[src/logic/adpd_params.svh]
/*
 Constants for the power-down and coding block: control byte fields,
 power-mode codes, timing counts, register offsets of the host end.
 Assumes a 250 MHz system clock.
*/
`ifndef ADPD_PARAMS_SVH
`define ADPD_PARAMS_SVH
// Control byte fields
`define ADPD_CTL_PM_LO 6
`define ADPD_CTL_PM_HI 7
`define ADPD_CTL_BIP 3
`define ADPD_CTL_ACQ 5
// Power-mode codes
`define ADPD_PM_EXT_CLK 2'h0
`define ADPD_PM_INT_CLK 2'h1
`define ADPD_PM_STANDBY 2'h2
`define ADPD_PM_FULL 2'h3
// Timing: clock period, device conversion phases and host strobe length
`define ADPD_CLK_PERIOD_NS 4
`define ADPD_ACQ_TIME_NS 24
`define ADPD_CONV_TIME_NS 48
`define ADPD_ACQ_CYCLES ((`ADPD_ACQ_TIME_NS+`ADPD_CLK_PERIOD_NS-1)/`ADPD_CLK_PERIOD_NS)
`define ADPD_CONV_CYCLES ((`ADPD_CONV_TIME_NS+`ADPD_CLK_PERIOD_NS-1)/`ADPD_CLK_PERIOD_NS)
`define ADPD_STROBE_CYCLES 2
// Host register offsets (byte addresses)
`define ADPD_REG_CTRL 4'h0
`define ADPD_REG_CMD 4'h4
`define ADPD_REG_STATUS 4'h8
`define ADPD_REG_MASK 4'hc
`define ADPD_REG_RESULT 4'h4
// Reset values
`define ADPD_CTRL_RST 8'h00
`define ADPD_MASK_RST 2'h0
// Status bits
`define ADPD_ST_READY 0
`define ADPD_ST_DONE 1
`endif

[src/logic/adpd_pkg.sv]
/*
 Types for the power-down and coding block.
 Assumes adpd_params.svh holds the numeric constants.
*/
package adpd_pkg;
	typedef enum logic [1:0] {
		ADPD_MODE_RUN,
		ADPD_MODE_STANDBY,
		ADPD_MODE_FULL
	} adpd_mode_t;
	typedef enum logic [1:0] {
		ADPD_DEV_IDLE,
		ADPD_DEV_ACQ,
		ADPD_DEV_CONV
	} adpd_dev_t;
	typedef enum logic [1:0] {
		ADPD_HST_IDLE,
		ADPD_HST_LOW,
		ADPD_HST_HIGH
	} adpd_hst_t;
endpackage : adpd_pkg
[src/logic/adpd_bus_if.sv]
/*
 Parallel bus between host and converter: 8-bit data, write and read
 strobes, chip select, interrupt, shutdown.
 Assumes both ends share clk_sys_in; data runs on separate host_data and dev_data buses.
*/
`timescale 1ns/100ps
interface adpd_bus_if;
	logic cs_n;
	logic wr_n;
	logic rd_n;
	logic hben;
	logic [7:0] host_data;
	logic [7:0] dev_data;
	logic dev_data_oe_n;
	logic int_n;
	logic hw_shutdown_n;
	modport dev (
		input cs_n, wr_n, rd_n, hben, host_data, hw_shutdown_n,
		output dev_data, dev_data_oe_n, int_n
	);
	modport host (
		output cs_n, wr_n, rd_n, hben, host_data, hw_shutdown_n,
		input dev_data, dev_data_oe_n, int_n
	);
endinterface : adpd_bus_if

[src/logic/adpd_device.sv]
/*
 Converter end: control byte decode, power modes, conversion timing,
 result coding and interrupt.
 Assumes bus pins come asynchronously; control pins pass three flip-flops and a filter register, host_data two; the
 sample arrives as a 12-bit offset-binary value on sample_in.
*/
// Implementation choices: the register offsets and the Avalon-MM slave port.
`timescale 1ns/100ps
`include "adpd_params.svh"
module adpd_device #(
	parameter int ACQ_CYCLES = `ADPD_ACQ_CYCLES,
	parameter int CONV_CYCLES = `ADPD_CONV_CYCLES
) (
	input wire logic clk_sys_in,
	input wire logic reset_in,
	input wire logic clk_en_in,
	adpd_bus_if.dev bus,
	input wire logic [11:0] sample_in,
	output logic bandgap_on_out,
	output logic ref_buf_on_out,
	output logic conv_active_out,
	output logic int_clk_sel_out,
	output adpd_pkg::adpd_mode_t mode_out
);
	import adpd_pkg::*;

	// ==========================================
	// Pin synchronisers
	localparam int NS = 5;
	logic [NS-1:0] s1_ff, s2_ff, s3_ff, pin_ff;
	logic [NS-1:0] nxt_s1, nxt_pin;
	logic [7:0] d1_ff, d2_ff;
	logic cs_n, wr_n, rd_n, hben, sd_n;
	always_comb begin
		nxt_s1 = {bus.cs_n, bus.wr_n, bus.rd_n, bus.hben, bus.hw_shutdown_n};
		nxt_pin = pin_ff;
		for (int i = 0; i < NS; i++) begin
			if (s2_ff[i] == s3_ff[i]) begin
				nxt_pin[i] = s3_ff[i];
			end
		end
	end
	always_ff @(posedge clk_sys_in) begin
		if (reset_in) begin
			s1_ff <= 5'h1f;
			s2_ff <= 5'h1f;
			s3_ff <= 5'h1f;
			pin_ff <= 5'h1f;
			d1_ff <= 8'h00;
			d2_ff <= 8'h00;
		end else if (clk_en_in) begin
			s1_ff <= nxt_s1;
			s2_ff <= s1_ff;
			s3_ff <= s2_ff;
			pin_ff <= nxt_pin;
			d1_ff <= bus.host_data;
			d2_ff <= d1_ff;
		end
	end
	assign {cs_n, wr_n, rd_n, hben, sd_n} = pin_ff;

	// ==========================================
	// Control and conversion
	logic wr_q_ff, rd_q_ff;
	logic wr_fall, wr_rise, rd_fall;
	adpd_dev_t st_ff, nxt_st;
	adpd_mode_t mode_ff, nxt_mode;
	logic pend_pd_ff, nxt_pend_pd;
	logic pd_full_ff, nxt_pd_full;
	logic intclk_ff, nxt_intclk;
	logic bip_ff, nxt_bip;
	logic acq_ext_ff, nxt_acq_ext;
	logic [7:0] cnt_ff, nxt_cnt;
	logic [11:0] res_ff, nxt_res;
	logic int_n_ff, nxt_int_n;
	logic [1:0] pm;
	assign wr_fall = wr_q_ff & ~wr_n & ~cs_n;
	assign wr_rise = ~wr_q_ff & wr_n & ~cs_n;
	assign rd_fall = rd_q_ff & ~rd_n & ~cs_n;
	assign pm = {d2_ff[`ADPD_CTL_PM_HI], d2_ff[`ADPD_CTL_PM_LO]};

	function automatic logic [11:0] code_of(input logic [11:0] s,
			input logic bip);
		code_of = bip ? {~s[11], s[10:0]} : s;
	endfunction : code_of

	always_comb begin
		nxt_st = st_ff;
		nxt_mode = mode_ff;
		nxt_pend_pd = pend_pd_ff;
		nxt_pd_full = pd_full_ff;
		nxt_intclk = intclk_ff;
		nxt_bip = bip_ff;
		nxt_acq_ext = acq_ext_ff;
		nxt_cnt = cnt_ff;
		nxt_res = res_ff;
		nxt_int_n = int_n_ff;
		if (wr_fall && mode_ff != ADPD_MODE_RUN) begin
			nxt_mode = ADPD_MODE_RUN;
		end
		if (rd_fall) begin
			nxt_int_n = 1'b1;
		end
		case (st_ff)
			ADPD_DEV_ACQ: begin
				if (!acq_ext_ff) begin
					if (cnt_ff == 8'h00) begin
						nxt_st = ADPD_DEV_CONV;
						nxt_cnt = 8'(CONV_CYCLES - 1);
					end else begin
						nxt_cnt = cnt_ff - 8'h01;
					end
				end
			end
			ADPD_DEV_CONV: begin
				if (cnt_ff == 8'h00) begin
					nxt_st = ADPD_DEV_IDLE;
					nxt_res = code_of(sample_in, bip_ff);
					nxt_int_n = 1'b0;
					if (pend_pd_ff) begin
						nxt_mode = pd_full_ff ? ADPD_MODE_FULL
							: ADPD_MODE_STANDBY;
						nxt_pend_pd = 1'b0;
					end
				end else begin
					nxt_cnt = cnt_ff - 8'h01;
				end
			end
			default: begin
			end
		endcase
		if (wr_rise) begin
			nxt_int_n = 1'b1;
			nxt_bip = d2_ff[`ADPD_CTL_BIP];
			nxt_acq_ext = d2_ff[`ADPD_CTL_ACQ];
			nxt_pend_pd = pm[1];
			nxt_pd_full = pm[0];
			if (!pm[1]) begin
				nxt_intclk = pm[0];
			end
			if (st_ff == ADPD_DEV_ACQ && acq_ext_ff
					&& !d2_ff[`ADPD_CTL_ACQ]) begin
				nxt_st = ADPD_DEV_CONV;
				nxt_cnt = 8'(CONV_CYCLES - 1);
			end else begin
				nxt_st = ADPD_DEV_ACQ;
				nxt_cnt = 8'(ACQ_CYCLES - 1);
			end
		end
		if (!sd_n) begin
			nxt_st = ADPD_DEV_IDLE;
			nxt_mode = ADPD_MODE_FULL;
			nxt_pend_pd = 1'b0;
		end
	end

	always_ff @(posedge clk_sys_in) begin
		if (reset_in) begin
			wr_q_ff <= 1'b1;
			rd_q_ff <= 1'b1;
			st_ff <= ADPD_DEV_IDLE;
			mode_ff <= ADPD_MODE_RUN;
			pend_pd_ff <= 1'b0;
			pd_full_ff <= 1'b0;
			intclk_ff <= 1'b0;
			bip_ff <= 1'b0;
			acq_ext_ff <= 1'b0;
			cnt_ff <= 8'h00;
			res_ff <= 12'h000;
			int_n_ff <= 1'b1;
		end else if (clk_en_in) begin
			wr_q_ff <= wr_n;
			rd_q_ff <= rd_n;
			st_ff <= nxt_st;
			mode_ff <= nxt_mode;
			pend_pd_ff <= nxt_pend_pd;
			pd_full_ff <= nxt_pd_full;
			intclk_ff <= nxt_intclk;
			bip_ff <= nxt_bip;
			acq_ext_ff <= nxt_acq_ext;
			cnt_ff <= nxt_cnt;
			res_ff <= nxt_res;
			int_n_ff <= nxt_int_n;
		end
	end

	// ==========================================
	// Outputs
	logic [7:0] dout_ff, nxt_dout;
	logic oe_n_ff, nxt_oe_n;
	logic bg_ff, buf_ff, act_ff;
	always_comb begin
		nxt_oe_n = ~(~cs_n & ~rd_n);
		nxt_dout = hben ? {{4{bip_ff & res_ff[11]}}, res_ff[11:8]}
			: res_ff[7:0];
	end
	always_ff @(posedge clk_sys_in) begin
		if (reset_in) begin
			dout_ff <= 8'h00;
			oe_n_ff <= 1'b1;
			bg_ff <= 1'b1;
			buf_ff <= 1'b1;
			act_ff <= 1'b0;
		end else if (clk_en_in) begin
			dout_ff <= nxt_dout;
			oe_n_ff <= nxt_oe_n;
			bg_ff <= 1'b1;
			buf_ff <= (nxt_mode != ADPD_MODE_FULL);
			act_ff <= (nxt_st != ADPD_DEV_IDLE);
		end
	end
	assign bus.dev_data = dout_ff;
	assign bus.dev_data_oe_n = oe_n_ff;
	assign bus.int_n = int_n_ff;
	assign bandgap_on_out = bg_ff;
	assign ref_buf_on_out = buf_ff;
	assign conv_active_out = act_ff;
	assign int_clk_sel_out = intclk_ff;
	assign mode_out = mode_ff;
endmodule : adpd_device

[src/flat_wrapper.sv]
// flat-port wrapper written by rule: the top's interface ports become plain ports
module adpd_device_flat import adpd_pkg::*;
#(
	parameter int ACQ_CYCLES = `ADPD_ACQ_CYCLES,
	parameter int CONV_CYCLES = `ADPD_CONV_CYCLES
)
  (clk_sys_in, reset_in, clk_en_in, sample_in, bandgap_on_out, ref_buf_on_out, conv_active_out, int_clk_sel_out, mode_out, bus_cs_n, bus_wr_n, bus_rd_n, bus_hben, bus_host_data, bus_hw_shutdown_n, bus_dev_data, bus_dev_data_oe_n, bus_int_n);
  adpd_bus_if bus_i ();
  input wire logic clk_sys_in;
  input wire logic reset_in;
  input wire logic clk_en_in;
  input wire logic [11:0] sample_in;
  output logic bandgap_on_out;
  output logic ref_buf_on_out;
  output logic conv_active_out;
  output logic int_clk_sel_out;
  output adpd_pkg::adpd_mode_t mode_out;
  input wire logic [$bits(bus_i.cs_n)-1:0] bus_cs_n;
  input wire logic [$bits(bus_i.wr_n)-1:0] bus_wr_n;
  input wire logic [$bits(bus_i.rd_n)-1:0] bus_rd_n;
  input wire logic [$bits(bus_i.hben)-1:0] bus_hben;
  input wire logic [$bits(bus_i.host_data)-1:0] bus_host_data;
  input wire logic [$bits(bus_i.hw_shutdown_n)-1:0] bus_hw_shutdown_n;
  output wire logic [$bits(bus_i.dev_data)-1:0] bus_dev_data;
  output wire logic [$bits(bus_i.dev_data_oe_n)-1:0] bus_dev_data_oe_n;
  output wire logic [$bits(bus_i.int_n)-1:0] bus_int_n;
  assign bus_i.cs_n = bus_cs_n;
  assign bus_i.wr_n = bus_wr_n;
  assign bus_i.rd_n = bus_rd_n;
  assign bus_i.hben = bus_hben;
  assign bus_i.host_data = bus_host_data;
  assign bus_i.hw_shutdown_n = bus_hw_shutdown_n;
  assign bus_dev_data = bus_i.dev_data;
  assign bus_dev_data_oe_n = bus_i.dev_data_oe_n;
  assign bus_int_n = bus_i.int_n;
  adpd_device #(.ACQ_CYCLES(ACQ_CYCLES), .CONV_CYCLES(CONV_CYCLES)) u_core (.clk_sys_in(clk_sys_in), .reset_in(reset_in), .clk_en_in(clk_en_in), .bus(bus_i), .sample_in(sample_in), .bandgap_on_out(bandgap_on_out), .ref_buf_on_out(ref_buf_on_out), .conv_active_out(conv_active_out), .int_clk_sel_out(int_clk_sel_out), .mode_out(mode_out));
endmodule
[config.mk]
export PLATFORM = sky130hd
export DESIGN_NAME = adpd_device_flat
export DESIGN_NICKNAME = d
export VERILOG_FILES = /design/src/logic/adpd_pkg.sv /design/src/logic/adpd_bus_if.sv /design/src/logic/adpd_device.sv /design/src/flat_wrapper.sv
export VERILOG_INCLUDE_DIRS = /design/src /design/src/logic
export SDC_FILE = /design/constraint.sdc
export NUM_CORES = 1
export LEC_CHECK = 0
export BUFFER_PORTS_ARGS = -buffer_cell sky130_fd_sc_hd__buf_2
export CELL_PAD_IN_SITES_DETAIL_PLACEMENT = 0
export CELL_PAD_IN_SITES_GLOBAL_PLACEMENT = 1
export CORE_ASPECT_RATIO = 0.7
export CORE_MARGIN = 2
export CORE_UTILIZATION = 46
export CTS_CLUSTER_DIAMETER = 30
export DETAILED_ROUTE_END_ITERATION = 12
export PLACE_DENSITY = 0.9
export SYNTH_ARGS = -nofsm -noshare
export SYNTH_HDL_FRONTEND = slang
export SYNTH_SLANG_ARGS = --single-unit
[constraint.sdc]
create_clock -name clk_sys_in -period 2.7 [get_ports clk_sys_in]
set_input_delay 0.405 -clock clk_sys_in [delete_from_list [all_inputs] [get_ports clk_sys_in]]
set_output_delay 0.405 -clock clk_sys_in [all_outputs]
set_load 0.05 [all_outputs]
==> run summary, run 1 <==
status: completed
switching fraction of total power: 23.05%
mux cell area share after synthesis: 11.84%
Leakage: 1.574 nW
vias per cell: 5.385
GPL Wtd Cong: 0.8450
DRC violation total after the first TritonRoute iteration: 108
worst path cell trace: inv_1 -> ha_1 -> and2_1 -> nand4_2 -> o21ai_0 -> nand3_1
crit path time final: 2.000 ns
number of hold buffers added after cts: 0
IO buf count: 38
clock power share: 44.2%
Post-Synth Adder-Cell Area: 1.200%
Site Rows: 25
crit-path max cell delay: 0.52 ns
global route overflow: 0
Die H: 72.98 um
Async S/R FF share, synth: 0%
commonest non-fill, non-tap cell in the layout: dfxtp_1
slew margin rel.: 56.87%
FF+latch count, synth: 71
internal reg-to-reg setup slack: 0.70 ns
via count: 2,574
vias in the first global route: 2,357
GRT Total Usage: 19.76%
Resize count post-CTS: 0
# fillers: 614
fraction of layout cells with a size suffix above 1: 17.97%
Root Buffer: clkbuf_8
CTS Buf Count: 9
Hold Violations, Final: 0
# DRC: 0
total die area: 7483 um2
CTS tree: done
final number of setup-violating endpoints: 0
startpoint class of the critical path: flop
wire length per cell: 14.03 um
Max FO, Critical Path: 13
Final nets: 410
core footprint: 6663 um2
H-tree depth: 3
Post-Synth Simple-Gate Area: 19.69%
1st-pass router iterations: 5
Initial Util: 46.93%
Synth cell types: 51
Worst-Margin Slew: 0.6454 ns
chip width: 102.5 um
YS warnings: 0
Logic pwr share: 6.4%
Syn Area/Cell: 9.063 um2
DRT antenna net count: 0
Buf/Inv on CP: 1
sequential fraction of design power: 49.3%
Synthesized Nets: 376
Synth Instances: 345
largest family of logic cells by synthesized area: simple AND/OR/NAND/NOR gates
setup bufs post-CTS: 0
Clk Latency, worst-skew pair: 0.35 ns
FMAX: 499.9 MHz
Ports: 44
antenna cells: 0
setup TNS: 0 ns
Req. time, crit path: 2.92 ns
Internal: 1.695 mW
HPWL Detailed: 4.493 mm
cell family contributing the most delay on the critical path: simple AND/OR/NAND/NOR gates
Post-synth EDFFs: 0
commonest cells after routing, fill and taps aside: dfxtp_1, nor2_1, buf_2, mux2i_1, nand2_1
Post-Syn Area: 3127 um2
clock-pin slew on the worst setup and hold paths: 0.07 ns
CP endpoint kind: flop
min-delay worst type: primary input to flop
Synth Area in Compound Gates: 16.81%
WHS: 0.2642 ns
initial antenna violation count: 0
register area share after synthesis: 45.46%
Clock Skew: 0.006417 ns
first-pass GRT wire length: 11.36 mm
Slew Viols, Final: 0
max_cap viols: 0
Max Buffers Root-to-Sink: 2
Worst Path Arrival: 2.22 ns
largest net degree at the start of global routing: 40
predominant post-synthesis flop cell: dfxtp_1
switching power: 507.5 uW
RSZ-0062 raised after global routing: false
P per Cell Area: 610.2 nW/um2
CTS sink cnt: 71
Final period util: 74.09%
CP Class: flop to flop
XOR/XNOR Fraction of Synth Area: 0.2801%
area grow syn2layout: 15.41%
Peak supply drop: 352.4 uV
overall routed net length: 6.706 mm
slowest CP cell: nand4_2
## power groups by stage
stage	Sequential, mW	Combinational, mW	Clock (mW)
after global placement	1.11	0.139	0
final	1.09	0.142	0.974
after global routing	1.09	0.156	1.05
after CTS	1.09	0.143	1.00
after floorplan	1.13	0.0762	0
after detailed placement	1.11	0.143	0
## sequential cells by signal, summed over array words and instances (netlist names), 2 cells and up
register / flops
u_core.res_ff: 12
u_core.bus.dev_data: 8
u_core.cnt_ff: 8
u_core.pin_ff: 5
u_core.s1_ff: 5
u_core.s2_ff: 5
u_core.s3_ff: 5
u_core.d1_ff: 4
u_core.d2_ff: 4
u_core.mode_out: 2
u_core.st_ff: 2
## layer usage
layer  GRT usage (%)  vias up  wire, um
met5               0        -         0
met4           5.778        0        63
met3           7.567        9       390
met2           29.05       54      2883
met1           27.04     1213      3368
li1                -     1298         -
## final timing paths
kind / from / to / cells after the start
hold reg to reg: u_core.s3_ff[0]$_SDFFE_PP1P_ / u_core.s3_ff[0]$_SDFFE_PP1P_ / 2
setup reg to reg: u_core.cnt_ff[0]$_SDFFE_PP0P_ / u_core.bus.int_n$_SDFFE_PP1P_ / 6
hold / removal: bus_hben / u_core.s1_ff[1]$_SDFFE_PP1P_ / 3
setup / recovery: u_core.cnt_ff[0]$_SDFFE_PP0P_ / u_core.bus.int_n$_SDFFE_PP1P_ / 6
## worst register-to-register path: stages (launching register included)
cell and delay (ns):
dfxtp_1 0.34, inv_1 0.08, ha_1 0.28, and2_1 0.23, nand4_2 0.52, o21ai_0 0.31, nand3_1 0.11
## metrics by stage
| stage | cell area, um2 | setup WS [ns] | cells | utilization (%) | power [mW] |
|---|---|---|---|---|---|
| floorplan | 3127 | 0.9738 | 345 | - | 1.210 |
| global placement | 3377 | 0.6702 | 462 | 50.69 | 1.249 |
| detailed placement | 3377 | 0.6307 | 462 | 50.69 | 1.253 |
| CTS | 3608 | 0.7345 | 478 | 54.16 | 2.229 |
| global route | 3608 | 0.5543 | 478 | 54.16 | 2.291 |
| finish | 3608 | 0.6996 | 478 | 54.16 | 2.202 |
## cell usage after synthesis (5+ instances only)
library cell   n  area (um2)
dfxtp_1       71        1421
nor2_1        41       153.9
mux2i_1       37       370.4
nand2_1       35       131.4
a21oi_1       27       135.1
o21ai_0       16       80.08
clkbuf_1      11       41.29
nand2b_1      11       68.82
inv_1         10       37.54
a211oi_1       9       67.56
nand4_1        5       31.28
nor3_1         5       25.02
## kinds of logic after synthesis
kind of cell    after synthesis
xor+xnor                      1
other cells                   1
mux                          37
flops                        71
compound gates               78
fa+ha+maj                     3
simple gates                122
buf+inv                      32
## layout make-up
type / count / area, um2 / share of cell area, %
clock buffers: 12 / 155.1 / 4.300
clock inverters: 4 / 76.32 / 2.115
inverters: 11 / 41.29 / 1.144
multi-input cells: 242 / 1562 / 43.27
flip-flops and latches: 71 / 1421 / 39.39
well taps: 94 / 117.6 / 3.259
repair buffers: 44 / 235.2 / 6.519
No activity file was read; power rests on OpenSTA's default activity.
==> run 2, diff against run 1 <==
- CORE_UTILIZATION: 46 -> 39
- PLACE_DENSITY: 0.9 -> 0.82
- clock period: 2.7 -> 1.6 ns (I/O delays scaled with it)
==> run 2 against run 1 <==
  * Critical endpoint is now u_core.conv_active_out$_SDFFE_PP0P_
  * Worst setup slack lost 0.84 ns
  * Non-clock buffer count grew 45
  * The run now ends with negative setup slack left
  * Utilization grew 1.0 points
==> run summary, run 2 (same netlist as run 1, synthesis figures left out) <==
status: finished with violations
failing checks: negative setup slack
overall routed net length: 7.786 mm
global route overflow: 0
# DRC: 0
startpoint class of the critical path: flop
Hold Violations, Final: 0
Post-Layout Cell Count: 530
wire length per cell: 14.69 um
GPL Wtd Cong: 0.8395
CP endpoint kind: flop
Clk Latency, worst-skew pair: 0.33 ns
Min-Delay Endpoint: u_core.s1_ff[1]$_SDFFE_PP1P_
R2R cell count: 6
area grow syn2layout: 38.34%
Leakage: 1.892 nW
Site Rows: 27
Slew Viols, Final: 0
Hold Crit Depth: 3
Worst R2R End: u_core.conv_active_out$_SDFFE_PP0P_
crit-path max cell delay: 0.49 ns
1st-pass router iterations: 4
CP Class: flop to flop
vias in the first global route: 2,478
slew margin rel.: 63.91%
internal reg-to-reg setup slack: -0.14 ns
Cells after DPL: 506
commonest cells after routing, fill and taps aside: dfxtp_1, nor2_1, buf_4, buf_2, mux2i_1
final number of setup-violating endpoints: 8
Ports: 44
Peak supply drop: 760.5 uV
DRT antenna net count: 0
crit path time final: 1.736 ns
PnR worst setup slack: -0.1356 ns
WHS: 0.1269 ns
cell family contributing the most delay on the critical path: simple AND/OR/NAND/NOR gates
commonest non-fill, non-tap cell in the layout: dfxtp_1
# fillers: 709
Max FO, Critical Path: 6
core footprint: 7838 um2
hold_sp: bus_hben
largest register by flop count: u_core.res_ff
Final nets: 455
FMAX: 576.2 MHz
CTS sink cnt: 71
vias per cell: 5.149
GRT Total Usage: 17.78%
P per Cell Area: 959.7 nW/um2
Final period util: 108.5%
CTS tree: done
H-tree depth: 3
Req. time, crit path: 1.83 ns
Buf/Inv on CP: 1
Worst Path Arrival: 1.96 ns
Max Buffers Root-to-Sink: 2
initial antenna violation count: 0
slowest CP cell: or4b_4
Initial Util: 39.89%
Worst-Margin Slew: 0.5407 ns
number of hold buffers added after cts: 0
largest net degree at the start of global routing: 52
max_cap viols: 0
first-pass GRT wire length: 12.21 mm
CTS Buf Count: 9
final design utilization: 55.19%
IO buf count: 38
Clock Skew: 0.004821 ns
total die area: 8761 um2
via count: 2,729
RSZ-0062 raised after global routing: true
DRC violation total after the first TritonRoute iteration: 157
Die H: 78.92 um
chip width: 111.0 um
min-delay worst type: primary input to flop
Power Total: 4.151 mW
worst path cell trace: inv_2 -> ha_4 -> or4b_4 -> nor4_4 -> a311oi_2 -> a221oi_1
HPWL Detailed: 5.302 mm
Root Buffer: clkbuf_16
Largest register FFs: 12
clock-pin slew on the worst setup and hold paths: 0.06 ns
r2r startpoint: u_core.cnt_ff[1]$_SDFFE_PP0P_
setup TNS: -0.3755 ns
antenna cells: 0
fraction of layout cells with a size suffix above 1: 35.20%
run 2: changes by cell type in the layout (fill, tap and decap cells not counted), sizes merged:
cell,delta
buf,+45
clkinv,+2
clkinvlp,-1
inv,-1
run 2: timing repair:
action                                  in CTS  in global routing
resized for setup                           15                 40
endpoints found under the setup margin      13                 13
pin swaps                                    7                 20
buffers inserted                             0                  8
gates cloned                                 0                  0
run 2: worst max path at each step:
stage	from	to	slack (ns)	depth (start not counted)
after detailed placement	u_core.cnt_ff[1]$_SDFFE_PP0P_	u_core.conv_active_out$_SDFFE_PP0P_	-0.11	6
after global placement	u_core.cnt_ff[7]$_SDFFE_PP0P_	u_core.st_ff[1]$_SDFFE_PP0P_	-0.12	4
after floorplan	u_core.cnt_ff[1]$_SDFFE_PP0P_	u_core.conv_active_out$_SDFFE_PP0P_	-0.003	6
after CTS	u_core.cnt_ff[0]$_SDFFE_PP0P_	u_core.conv_active_out$_SDFFE_PP0P_	-0.13	6
final	u_core.cnt_ff[1]$_SDFFE_PP0P_	u_core.conv_active_out$_SDFFE_PP0P_	-0.14	6
after global routing	u_core.cnt_ff[0]$_SDFFE_PP0P_	u_core.conv_active_out$_SDFFE_PP0P_	-0.26	6
run 2: cell type report:
class / count / area [um2] / share of cell area [%]
multi-input combinational: 242 / 1772 / 40.96
sequential: 71 / 1439 / 33.27
timing repair buffer: 89 / 640.6 / 14.81
clock buffer: 12 / 236.5 / 5.467
tap: 101 / 126.4 / 2.922
clock inverter: 4 / 70.07 / 1.620
inverter: 11 / 41.29 / 0.9546
run 2: per-stage QoR:
| stage | area, um2 | setup slack, ns |
|---|---|---|
| final | 4325 | -0.1356 |
| after global routing | 4325 | -0.2631 |
| after CTS | 4094 | -0.1327 |
| after detailed placement | 3739 | -0.1131 |
| after global placement | 3739 | -0.1156 |
| after floorplan | 3164 | -0.002786 |
run 2: power by group:
part / switching (mW) / total (mW) / internal [mW] / leakage [nW]
clock: 0.704 / 2.06 / 1.36 / 0.151
combinational: 0.164 / 0.257 / 0.0933 / 1.16
sequential: 0.0243 / 1.83 / 1.81 / 0.583
total: 0.892 / 4.15 / 3.26 / 1.89
run 2: worst min-delay path: stages:
cell	delay [ns]
buf_2	0.08
mux2i_1	0.05
nand2_1	0.05
run 2: routing by layer:
metal | wire length, um | up-vias | global-route usage [%]
met5 | 0 | - | 0
met4 | 129 | 0 | 7.407
met3 | 411 | 11 | 5.649
met2 | 3356 | 59 | 26.93
met1 | 3888 | 1277 | 23.59
li1 | - | 1382 | -
